--- config.mk ---
export PLATFORM = sky130hd
export DESIGN_NAME = rx_port_status_flags
export DESIGN_NICKNAME = d
export VERILOG_FILES = /design/src/rtl/rx_status_pkg.sv /design/src/rtl/rx_port_status_flags.sv /design/src/rtl/port_flag_bank.sv
export VERILOG_INCLUDE_DIRS = /design/src /design/src/rtl
export SDC_FILE = /design/constraint.sdc
export NUM_CORES = 1
export LEC_CHECK = 0
export CORE_UTILIZATION = 55
export DETAILED_ROUTE_END_ITERATION = 10
export DONT_BUFFER_PORTS = 1
export PLACE_DENSITY = 0.68
export SETUP_SLACK_MARGIN = 0.2
export SLEW_MARGIN = 20
export SYNTH_ARGS = -nofsm -noshare
export SYNTH_HDL_FRONTEND = slang
export SYNTH_SLANG_ARGS = --single-unit
--- constraint.sdc ---
create_clock -name mclk -period 1.79 [get_ports mclk]
set_clock_uncertainty 0.2 [all_clocks]
set_input_delay 0.179 -clock mclk [delete_from_list [all_inputs] [get_ports mclk]]
set_output_delay 0.179 -clock mclk [all_outputs]
set_load 0.01 [all_outputs]
--- src/rtl/rx_status_params.svh ---
`ifndef RX_STATUS_PARAMS_SVH
`define RX_STATUS_PARAMS_SVH

// Register offsets inside the per-port page
`define STS_ONE_OFS        8'h4d
`define STS_TWO_OFS        8'h4e
`define STS_RESET          8'h00

// First status register fields
`define ONE_PORT_NUM_HI    7
`define ONE_PORT_NUM_LO    6
`define ONE_CRC_ERR        5
`define ONE_LOCK_CHG       4
`define ONE_SEQ_ERR        3
`define ONE_PARITY         2
`define ONE_PASS           1
`define ONE_LOCK           0

// Second status register fields
`define TWO_LEN_UNSTABLE   7
`define TWO_LEN_CHG        6
`define TWO_ENCODE_ERR     5
`define TWO_BUF_ERR        4
`define TWO_CAMERA_ERR     3
`define TWO_FREQUENCY_STABLE_FLAG    2
`define TWO_NO_CLOCK       1
`define TWO_CNT_CHG        0

`endif

--- src/rtl/rx_status_pkg.sv ---
package rx_status_pkg;
	localparam int NUM_PORTS = 4;
	typedef logic [7:0] status_byte_t;
	typedef logic [5:0] flag_low_t;
	typedef logic [1:0] port_idx_t;
	typedef logic [NUM_PORTS-1:0] port_vec_t;
endpackage : rx_status_pkg

--- src/rtl/rx_port_status_flags.sv ---
// Notes on behaviour
// - Parity flag set while count exceeds limit
// - Parity flag clears only with count registers
// - Bit 1 shows live pass indication
// - Bit 0 shows current receiver lock
// - Unequal line lengths in frame set bit 7
// - Unstable flag holds until register read
// - Line length change sets bit 6
// - Link encoding error sets bit 5
// - Packet buffer overflow sets bit 4
// - Bit 3 mirrors camera receive error
// - Low input frequency sets no-clock bit
// - Line count change sets bit 0
// - Lock change flagged until first register read
// - Separate copy per port, selected by host
`timescale 1ns/1ps
`default_nettype none
`include "rx_status_params.svh"

module rx_port_status_flags
	import rx_status_pkg::*;
(
	input  wire logic         mclk,
	input  wire logic         reset_n,
	input  wire port_idx_t    port_select,
	input  wire logic         rd_strobe,
	input  wire logic [7:0]   rd_addr,
	input  wire port_vec_t    receiver_locked,
	input  wire port_vec_t    pass_ok,
	input  wire port_vec_t    parity_over,
	input  wire port_vec_t    parity_clear,
	input  wire port_vec_t    unstable_evt,
	input  wire port_vec_t    len_chg_evt,
	input  wire port_vec_t    encode_err_evt,
	input  wire port_vec_t    buf_overflow_evt,
	input  wire port_vec_t    camera_err,
	input  wire port_vec_t    frequency_stable_flag,
	input  wire port_vec_t    freq_below_limit,
	input  wire port_vec_t    cnt_chg_evt,
	input  wire port_vec_t    crc_err_evt,
	input  wire port_vec_t    seq_err_evt,
	output var  status_byte_t rd_data_r,
	output var  logic         rd_valid_r
);

	flag_low_t    one_all [NUM_PORTS];
	status_byte_t two_all [NUM_PORTS];
	port_vec_t    clear_one;
	port_vec_t    clear_two;
	logic         hit_one;
	logic         hit_two;
	status_byte_t rd_data_nxt;
	logic         rd_valid_nxt;

	// Address decode of the paged status pair
	assign hit_one = rd_strobe && (rd_addr == `STS_ONE_OFS);
	assign hit_two = rd_strobe && (rd_addr == `STS_TWO_OFS);

	// Clear pulses reach only the port the host is looking at
	always_comb begin
		clear_one = '0;
		clear_two = '0;
		clear_one[port_select] = hit_one;
		clear_two[port_select] = hit_two;
	end

	// One flag bank per receive port
	genvar p;
	generate
		for (p = 0; p < NUM_PORTS; p++) begin : g_port
			port_flag_bank u_bank (
				.mclk             (mclk),
				.reset_n          (reset_n),
				.receiver_locked  (receiver_locked[p]),
				.pass_ok          (pass_ok[p]),
				.parity_over      (parity_over[p]),
				.parity_clear     (parity_clear[p]),
				.unstable_evt     (unstable_evt[p]),
				.len_chg_evt      (len_chg_evt[p]),
				.encode_err_evt   (encode_err_evt[p]),
				.buf_overflow_evt (buf_overflow_evt[p]),
				.camera_err       (camera_err[p]),
				.frequency_stable_flag      (frequency_stable_flag[p]),
				.freq_below_limit (freq_below_limit[p]),
				.cnt_chg_evt      (cnt_chg_evt[p]),
				.crc_err_evt      (crc_err_evt[p]),
				.seq_err_evt      (seq_err_evt[p]),
				.clear_one        (clear_one[p]),
				.clear_two        (clear_two[p]),
				.status_one       (one_all[p]),
				.status_two       (two_all[p])
			);
		end
	endgenerate

	// Read data: the value returned is exactly the value being cleared
	always_comb begin
		rd_data_nxt  = rd_data_r;
		rd_valid_nxt = rd_strobe;
		if (hit_one)
			rd_data_nxt = {port_select, one_all[port_select]};
		else if (hit_two)
			rd_data_nxt = two_all[port_select];
		else if (rd_strobe)
			rd_data_nxt = `STS_RESET; // Other offsets belong elsewhere
	end

	// Read answer registers; data holds until the next read
	always_ff @(posedge mclk or negedge reset_n) begin
		if (!reset_n) begin
			rd_data_r  <= `STS_RESET;
			rd_valid_r <= 1'b0;
		end else begin
			rd_data_r  <= rd_data_nxt;
			rd_valid_r <= rd_valid_nxt;
		end
	end

	// Helpers for the checks below
	logic sel_locked;
	logic sel_pass;
	logic sel_camera;
	logic sel_overflow;
	assign sel_locked   = receiver_locked[port_select];
	assign sel_pass     = pass_ok[port_select];
	assign sel_camera   = camera_err[port_select];
	assign sel_overflow = buf_overflow_evt[port_select];
	logic sel_unstable;
	logic sel_len_chg;
	logic sel_encode;
	logic sel_cnt_chg;
	logic sel_below;
	logic sel_freq;
	logic sel_parity;
	assign sel_unstable = unstable_evt[port_select];
	assign sel_len_chg  = len_chg_evt[port_select];
	assign sel_encode   = encode_err_evt[port_select];
	assign sel_cnt_chg  = cnt_chg_evt[port_select];
	assign sel_below    = freq_below_limit[port_select];
	assign sel_freq     = frequency_stable_flag[port_select];
	assign sel_parity   = parity_over[port_select];
endmodule : rx_port_status_flags

`default_nettype wire

--- src/rtl/port_flag_bank.sv ---
`timescale 1ns/1ps
`default_nettype none
`include "rx_status_params.svh"

module port_flag_bank
	import rx_status_pkg::*;
(
	input  wire logic         mclk,
	input  wire logic         reset_n,
	input  wire logic         receiver_locked,
	input  wire logic         pass_ok,
	input  wire logic         parity_over,
	input  wire logic         parity_clear,
	input  wire logic         unstable_evt,
	input  wire logic         len_chg_evt,
	input  wire logic         encode_err_evt,
	input  wire logic         buf_overflow_evt,
	input  wire logic         camera_err,
	input  wire logic         frequency_stable_flag,
	input  wire logic         freq_below_limit,
	input  wire logic         cnt_chg_evt,
	input  wire logic         crc_err_evt,
	input  wire logic         seq_err_evt,
	input  wire logic         clear_one,
	input  wire logic         clear_two,
	output var  flag_low_t    status_one,
	output var  status_byte_t status_two
);

	flag_low_t    one_r, one_nxt;
	status_byte_t two_r, two_nxt;

	// Clear-on-read drops only what was read; a same-cycle event survives
	always_comb begin
		one_nxt = one_r;
		two_nxt = two_r;
		one_nxt[`ONE_LOCK] = receiver_locked;
		one_nxt[`ONE_PASS] = pass_ok;
		// Set wins over the count-register clear
		if (parity_over)
			one_nxt[`ONE_PARITY] = 1'b1;
		else if (parity_clear)
			one_nxt[`ONE_PARITY] = 1'b0;
		one_nxt[`ONE_LOCK_CHG] = (receiver_locked != one_r[`ONE_LOCK])
			| (one_r[`ONE_LOCK_CHG] & ~clear_one);
		one_nxt[`ONE_CRC_ERR] = crc_err_evt
			| (one_r[`ONE_CRC_ERR] & ~clear_one);
		one_nxt[`ONE_SEQ_ERR] = seq_err_evt
			| (one_r[`ONE_SEQ_ERR] & ~clear_one);
		two_nxt[`TWO_LEN_UNSTABLE] = unstable_evt
			| (two_r[`TWO_LEN_UNSTABLE] & ~clear_two);
		two_nxt[`TWO_LEN_CHG] = len_chg_evt
			| (two_r[`TWO_LEN_CHG] & ~clear_two);
		two_nxt[`TWO_ENCODE_ERR] = encode_err_evt
			| (two_r[`TWO_ENCODE_ERR] & ~clear_two);
		two_nxt[`TWO_BUF_ERR] = buf_overflow_evt
			| (two_r[`TWO_BUF_ERR] & ~clear_two);
		two_nxt[`TWO_CAMERA_ERR] = camera_err;
		two_nxt[`TWO_FREQUENCY_STABLE_FLAG] = frequency_stable_flag;
		two_nxt[`TWO_NO_CLOCK] = freq_below_limit;
		two_nxt[`TWO_CNT_CHG] = cnt_chg_evt
			| (two_r[`TWO_CNT_CHG] & ~clear_two);
	end

	// Flag storage
	always_ff @(posedge mclk or negedge reset_n) begin
		if (!reset_n) begin
			one_r <= 6'h00;
			two_r <= `STS_RESET;
		end else begin
			one_r <= one_nxt;
			two_r <= two_nxt;
		end
	end

	assign status_one = one_r;
	assign status_two = two_r;
endmodule : port_flag_bank

`default_nettype wire

### Yosys cells after proc, flatten, opt, wreduce, memory -nomap -nowiden

Cells that the tools add are included.

* reductions and logical operators: 8
* eq/ne operators: 6
* $lt $le $gt $ge: 3
* multiplexer cells: 19
* bitwise operators: 75

Operator list (count)
* $mux W8: 5
* $and A1 B1 Y1: 32
* $or A1 B1 Y1: 32
* $bmux W8 S2: 1
* $eq A8 B7 Y1 const B: 2
* $bmux W6 S2: 1
* $mux W6: 2
* $mux W1: 9
* $and A4 B4 Y4: 2
* $not A1 Y1: 8
* $reduce_bool A2 Y1: 4
* $ne A1 B1 Y1: 4
* $ge A3 B3 Y1 const B: 1
* $logic_and A1 B1 Y1: 3
* $lt A2 B3 Y1 const B: 1
* $not A2 Y3: 1
* $reduce_bool A3 Y1: 1
* $demux W1 S2: 1
* $ge A2 B1 Y1 const B: 1

* word-level logic and storage cells: 125
* input bits: 69
* output and inout port bits: 9
* bits in registers: 65

### Depth between registers and ports, before layout

* depth in word-level cells: 8
* mapped depth: 5
* mapped depth without buffers: 3

### By module

Synthesis repeated with hierarchy kept, for this count alone.

* cells, all modules: 188
* area total of the unflattened synthesis: 2665.1 um^2

Modules (own cells, without submodules)
* port_flag_bank: instances 4, area an instance 437.9 um^2, cells each 27
* rx_port_status_flags: instances 1, area an instance 913.4 um^2, cells each 80

### Least setup slack after synthesis

Ideal clock, no wire load.

* path kind: input-to-reg
* start: input port_select[1]
* end: register rd_data_r[7]
* stages on the path: 4
* setup slack: 0.181 ns
* arrival time: 1.283 ns
* buffers on the path: 2
* library setup time: 0.126 ns
* cell sequence: buf_2 clkbuf_1 mux4_2 a221o_1

* word-level cells in the longest chain between the ends: 6

Ends and longest elaborated chain
* start: declaration: RTL line rx_port_status_flags.sv:25 `input wire port_idx_t port_select,`
* $not A2 Y3 (not written as such): RTL line rx_port_status_flags.sv:103 `rd_data_nxt = two_all[port_select];`
* $bmux W8 S2: RTL line rx_port_status_flags.sv:103
* $mux W8 (not written as such) (2 in series): RTL line rx_port_status_flags.sv:103
* $mux W8: RTL line rx_port_status_flags.sv:102 `else if (hit_two)`
* $mux W8 *: RTL line rx_port_status_flags.sv:100 `if (hit_one)`
* end signal: assignment: RTL line rx_port_status_flags.sv:111 `` rd_data_r <= `STS_RESET; ``
* end signal: assignment: RTL line rx_port_status_flags.sv:114 `rd_data_r <= rd_data_nxt;`
* end: declaration: RTL line rx_port_status_flags.sv:42 `output var status_byte_t rd_data_r,`

Mark *: on every way between the ends. The rest lies on a longest branch, timed or not. The select of a mux whose other input is x is not followed.
A chain may end at the register's enable or synchronous reset.

### Worst setup path in the final report

* start: register g_port[3].u_bank.one_r[3]
* end: register rd_data_r[3]

* word-level cells in the longest chain between the ends: 4

Ends and longest elaborated chain
* start: declaration: RTL line port_flag_bank.sv:30 `flag_low_t one_r, one_nxt;`
* start signal: assignment: RTL line port_flag_bank.sv:71 `one_r <= one_nxt;`
* $bmux W6 S2: RTL line rx_port_status_flags.sv:101 `rd_data_nxt = {port_select, one_all[port_select]};`
* $mux W6 (not written as such) (2 in series): RTL line rx_port_status_flags.sv:101
* $mux W8: RTL line rx_port_status_flags.sv:100

No other way between the ends. The select of a mux whose other input is x is not followed.

==> run_summary.xml <==
<?xml version="1.0" encoding="UTF-8"?>
<metrics>
  <group name="clocking">
    <metric name="clockBufferDepth" unit="">2</metric>
    <metric name="cts.sink_count" unit="">65</metric>
    <metric name="tritoncts" unit="">built</metric>
    <metric name="numCtsBuffers" unit="">9</metric>
    <metric name="htree_levels" unit="">3</metric>
    <metric name="root_buffer" unit="">clkbuf_8</metric>
    <metric name="cts_hold_repair_buffers" unit="">61</metric>
    <metric name="worst_skew_pair.late_latency" unit="ns">0.34</metric>
    <metric name="cts.clk_slew.worst_paths" unit="ns">0.07</metric>
  </group>
  <group name="setup_path">
    <metric name="cp_max_fo" unit="">2</metric>
    <metric name="crit_buf_inv" unit="">0</metric>
    <metric name="path_cells" unit="">mux4_2 -&gt; and4_1 -&gt; a221o_1</metric>
    <metric name="crit_path_max_incr_delay" unit="ns">0.52</metric>
    <metric name="critical_path_arrival" unit="ns">1.70</metric>
    <metric name="critPathKind" unit="">reg2reg</metric>
    <metric name="timing.critical_path.from" unit="">g_port[3].u_bank.status_one[3]</metric>
    <metric name="end_kind" unit="">flop</metric>
    <metric name="path_delay_family" unit="">multiplexers</metric>
    <metric name="worst-endpoint-required" unit="ns">1.81</metric>
    <metric name="setup.worst_path.start_class" unit="">flop</metric>
    <metric name="crit_path_top_delay_cell" unit="">mux4_2</metric>
    <metric name="reg2reg_from" unit="">g_port[3].u_bank.status_one[3]</metric>
  </group>
  <group name="cells_and_area">
    <metric name="layout.filler_cells" unit="">267</metric>
    <metric name="final-seq-area" unit="sq um">1630</metric>
    <metric name="layout-drive-gt1-share" unit="">0.127</metric>
    <metric name="diodes" unit="">0</metric>
    <metric name="area.growth.synth_to_final" unit="%">33.4</metric>
    <metric name="finalNetCount" unit="">315</metric>
    <metric name="multiInputGateArea" unit="sq um">920</metric>
    <metric name="finish.instance_area" unit="sq um">3510</metric>
  </group>
  <group name="pwr">
    <metric name="power.share.sequential" unit="">0.522</metric>
    <metric name="vdd_drop_max" unit="mV">0.816</metric>
    <metric name="power_share_of_the_clock_group" unit="">0.407</metric>
    <metric name="sw_frac_of_total" unit="">0.211</metric>
    <metric name="areal_power_density_over_the_cells" unit="nW/um^2">827</metric>
    <metric name="switching_power" unit="W">0.000613</metric>
    <metric name="p_int" unit="W">0.00229</metric>
    <metric name="fin_total_pwr" unit="W">0.00291</metric>
    <metric name="leakage" unit="nW">1.41</metric>
    <metric name="combPwrFrac" unit="">0.072</metric>
  </group>
  <group name="yosys">
    <metric name="synth_sequential_area_ratio" unit="">0.618</metric>
    <metric name="syn-mean-instance-area" unit="sq um">15.2</metric>
    <metric name="postSynthRegisterBits" unit="">65</metric>
    <metric name="post_synth_arst_share" unit="">1.00</metric>
    <metric name="synthTopCellsByArea" unit="">dfrtp_1 62%, mux4_1 10%, a21o_1 9.4%</metric>
    <metric name="synth_ff_type" unit="">dfrtp_1</metric>
    <metric name="number_of_standard_cells_after_synthesis" unit="">173</metric>
    <metric name="synth_compound_area_frac" unit="">0.128</metric>
    <metric name="synth_top_area_frac" unit="">0.618</metric>
    <metric name="synth.yosys.warnings" unit="">0</metric>
    <metric name="post_synthesis_xor_xnor_area_fraction" unit="">0.0133</metric>
    <metric name="main_combinational_cell_family_by_area_after_synthesis" unit="">multiplexers</metric>
    <metric name="post_synth_mux_area_share" unit="">0.134</metric>
    <metric name="number_of_enable_type_register_cells_in_the_synthesized_netlist" unit="">0</metric>
    <metric name="synth.cell_area" unit="sq um">2630</metric>
    <metric name="netlist-cell-type-count" unit="">24</metric>
    <metric name="synth.largest_area_cell" unit="">dfrtp_1</metric>
    <metric name="synth-adder-area-share" unit="">0</metric>
    <metric name="mappedNetlistNets" unit="">242</metric>
    <metric name="yosys.area_share.simple" unit="">0.0779</metric>
  </group>
  <group name="die">
    <metric name="fp-row-count" unit="">24</metric>
    <metric name="fp.dieW" unit="um">71.2</metric>
    <metric name="initial_utilization" unit="">0.589</metric>
    <metric name="fp.dieH" unit="um">71.2</metric>
    <metric name="ioPinCount" unit="">78</metric>
    <metric name="coreArea" unit="sq um">4470</metric>
    <metric name="die_area" unit="sq um">5070</metric>
  </group>
  <group name="sta">
    <metric name="rsz0062_at_grt" unit="">yes</metric>
    <metric name="timing.final.setup_violations" unit="">0</metric>
    <metric name="totalNegativeSetupSlack" unit="ns">0</metric>
    <metric name="layout_setup_ws" unit="ns">0.106</metric>
    <metric name="fin_worst_hold_slack" unit="ns">-0.672</metric>
    <metric name="slew_headroom" unit="">0.637</metric>
    <metric name="worst-slew-pin-transition" unit="ns">0.544</metric>
    <metric name="period_minus_slack" unit="ns">1.68</metric>
    <metric name="maxClockFrequency" unit="GHz">0.594</metric>
    <metric name="timing.final.hold_violations" unit="">65</metric>
    <metric name="timing_max_transition_violations_final" unit="">0</metric>
    <metric name="fin_crit_sh" unit="">0.941</metric>
  </group>
  <group name="place">
    <metric name="placement.cell_area" unit="sq um">2680</metric>
    <metric name="gpl.final_weighted_congestion" unit="">0.790</metric>
    <metric name="dp_slack" unit="ns">0.119</metric>
    <metric name="portBuffers" unit="">0</metric>
  </group>
  <group name="routing">
    <metric name="wl" unit="um">6380</metric>
    <metric name="drt-initial-drc-count" unit="">129</metric>
    <metric name="avgViaCountPerCell" unit="">6.10</metric>
    <metric name="avgRoutedWirePerCell" unit="um">21.0</metric>
    <metric name="detailroute.via_count" unit="">1847</metric>
    <metric name="met2_length" unit="um">3290</metric>
    <metric name="top_layer" unit="">met4</metric>
    <metric name="antenna_violating_nets_post_route" unit="">0</metric>
    <metric name="drt_pre_antenna_iters" unit="">7</metric>
    <metric name="drc" unit="">4</metric>
    <metric name="wl_met1" unit="um">2550</metric>
    <metric name="routed-wl-met3" unit="um">377</metric>
  </group>
  <group name="global_routing">
    <metric name="via_count_of_the_first_global_routing_pass" unit="">1992</metric>
    <metric name="grt_antenna_before_repair" unit="">0</metric>
    <metric name="total_routing_usage_reported_by_global_routing" unit="">0.282</metric>
    <metric name="global_route.overflow_total" unit="">0</metric>
    <metric name="first_pass_grt_wire_length" unit="um">10100</metric>
    <metric name="grt_start_max_net_pins" unit="">66</metric>
  </group>
  <group name="run_status">
    <metric name="status" unit="">finished with violations</metric>
    <metric name="failed_checks" unit="">design-rule violations, negative hold slack</metric>
  </group>
  <group name="run">
    <metric name="timing.max_cap.violations" unit="">0</metric>
  </group>
  <group name="min_path">
    <metric name="timing.hold.worst.class" unit="">in2async</metric>
  </group>
</metrics>
==> Yosys cell counts, types with 3 or more instances <==
cell type,n
xor2_1,4
a21oi_1,3
a221o_1,7
mux4_2,4
dfrtp_1,65
nor2_1,5
nor2b_1,3
mux4_1,10
clkbuf_1,6
nand4_1,9
inv_1,6
and4_1,7
a21o_1,33
==> per-layer routing <==
layer  vias up  track usage
li1        809            -
met1       955        0.348
met2        69        0.460
met3        14       0.0712
met4         0        0.149
met5         -            0
==> sequential cells by signal, summed over array words and instances (netlist names) <==
name and cells:
g_port.u_bank.status_one 24, g_port.u_bank.status_two 32, rd_data_r 8, rd_valid_r 1
==> power by group through the flow <==
stage	registers, W	logic [W]	clock network (W)
3_5_place_dp	0.00154	0.0000755	0
6_report	0.00152	0.000208	0.00118
3_3_place_gp	0.00154	0.0000715	0
4_1_cts	0.00152	0.000198	0.00120
2_1_floorplan	0.00154	0.0000807	0
5_1_grt	0.00152	0.000223	0.00127
==> metrics by stage <==
step | std cells | hold slack [ns] | util
floorplan | 173 | -0.317 | -
global placement | 220 | -0.315 | 0.598
detailed placement | 220 | -0.315 | 0.598
CTS | 300 | -0.680 | 0.780
global route | 303 | -0.695 | 0.786
finish | 303 | -0.672 | 0.786
==> layout by cell type (no fill, tap or decap), types with 2 or more instances in the layout <==
master,synthesis,routed
buf_4,0,10
and4_1,7,7
nor2b_1,3,3
inv_1,6,6
xor2_1,4,4
nor2_1,5,5
dfrtp_1,65,65
clkbuf_8,0,13
clkinv_2,0,2
mux4_1,10,7
dlygate4sd3_1,0,60
mux4_2,4,7
a221o_1,7,7
a21o_1,33,33
nand4_1,9,9
a21oi_1,3,3
==> worst paths after layout <==
path | end | slack [ns] | cells after the start
setup / recovery | rd_data_r[3] | 0.11 | 3
hold / removal | g_port[0].u_bank.status_one[5] | -0.67 | 0
setup reg to reg | rd_data_r[3] | 0.11 | 3
hold reg to reg | g_port[1].u_bank.status_two[4] | 0.27 | 1
max in group asynchronous | g_port[1].u_bank.status_two[4] | 1.94 | 0
min in group mclk | rd_data_r[5] | 0.02 | 2
==> cells by family (layout without fill, tap and decap cells) <==
group,Yosys count,count (layout)
flops,65,65
compound gates,44,44
simple gates,31,31
buf+inv,15,93
mux,14,14
xor+xnor,4,4
==> layout make-up <==
class	count	share of cell area
tap	52	0.0185
sequential	65	0.463
clock inverter	2	0.00285
clock buffer	14	0.0520
multi-input combinational	93	0.262
timing repair buffer	71	0.196
inverter	6	0.00641
==> what timing repair did <==
item	in CTS	in global routing
endpoints found under the hold margin	129	65
buffers inserted	3	3
setup endpoints to repair	6	7
gates resized for setup	3	1
pin swaps	5	0
cloned	0	0
Power figures use the tool's default switching activity.
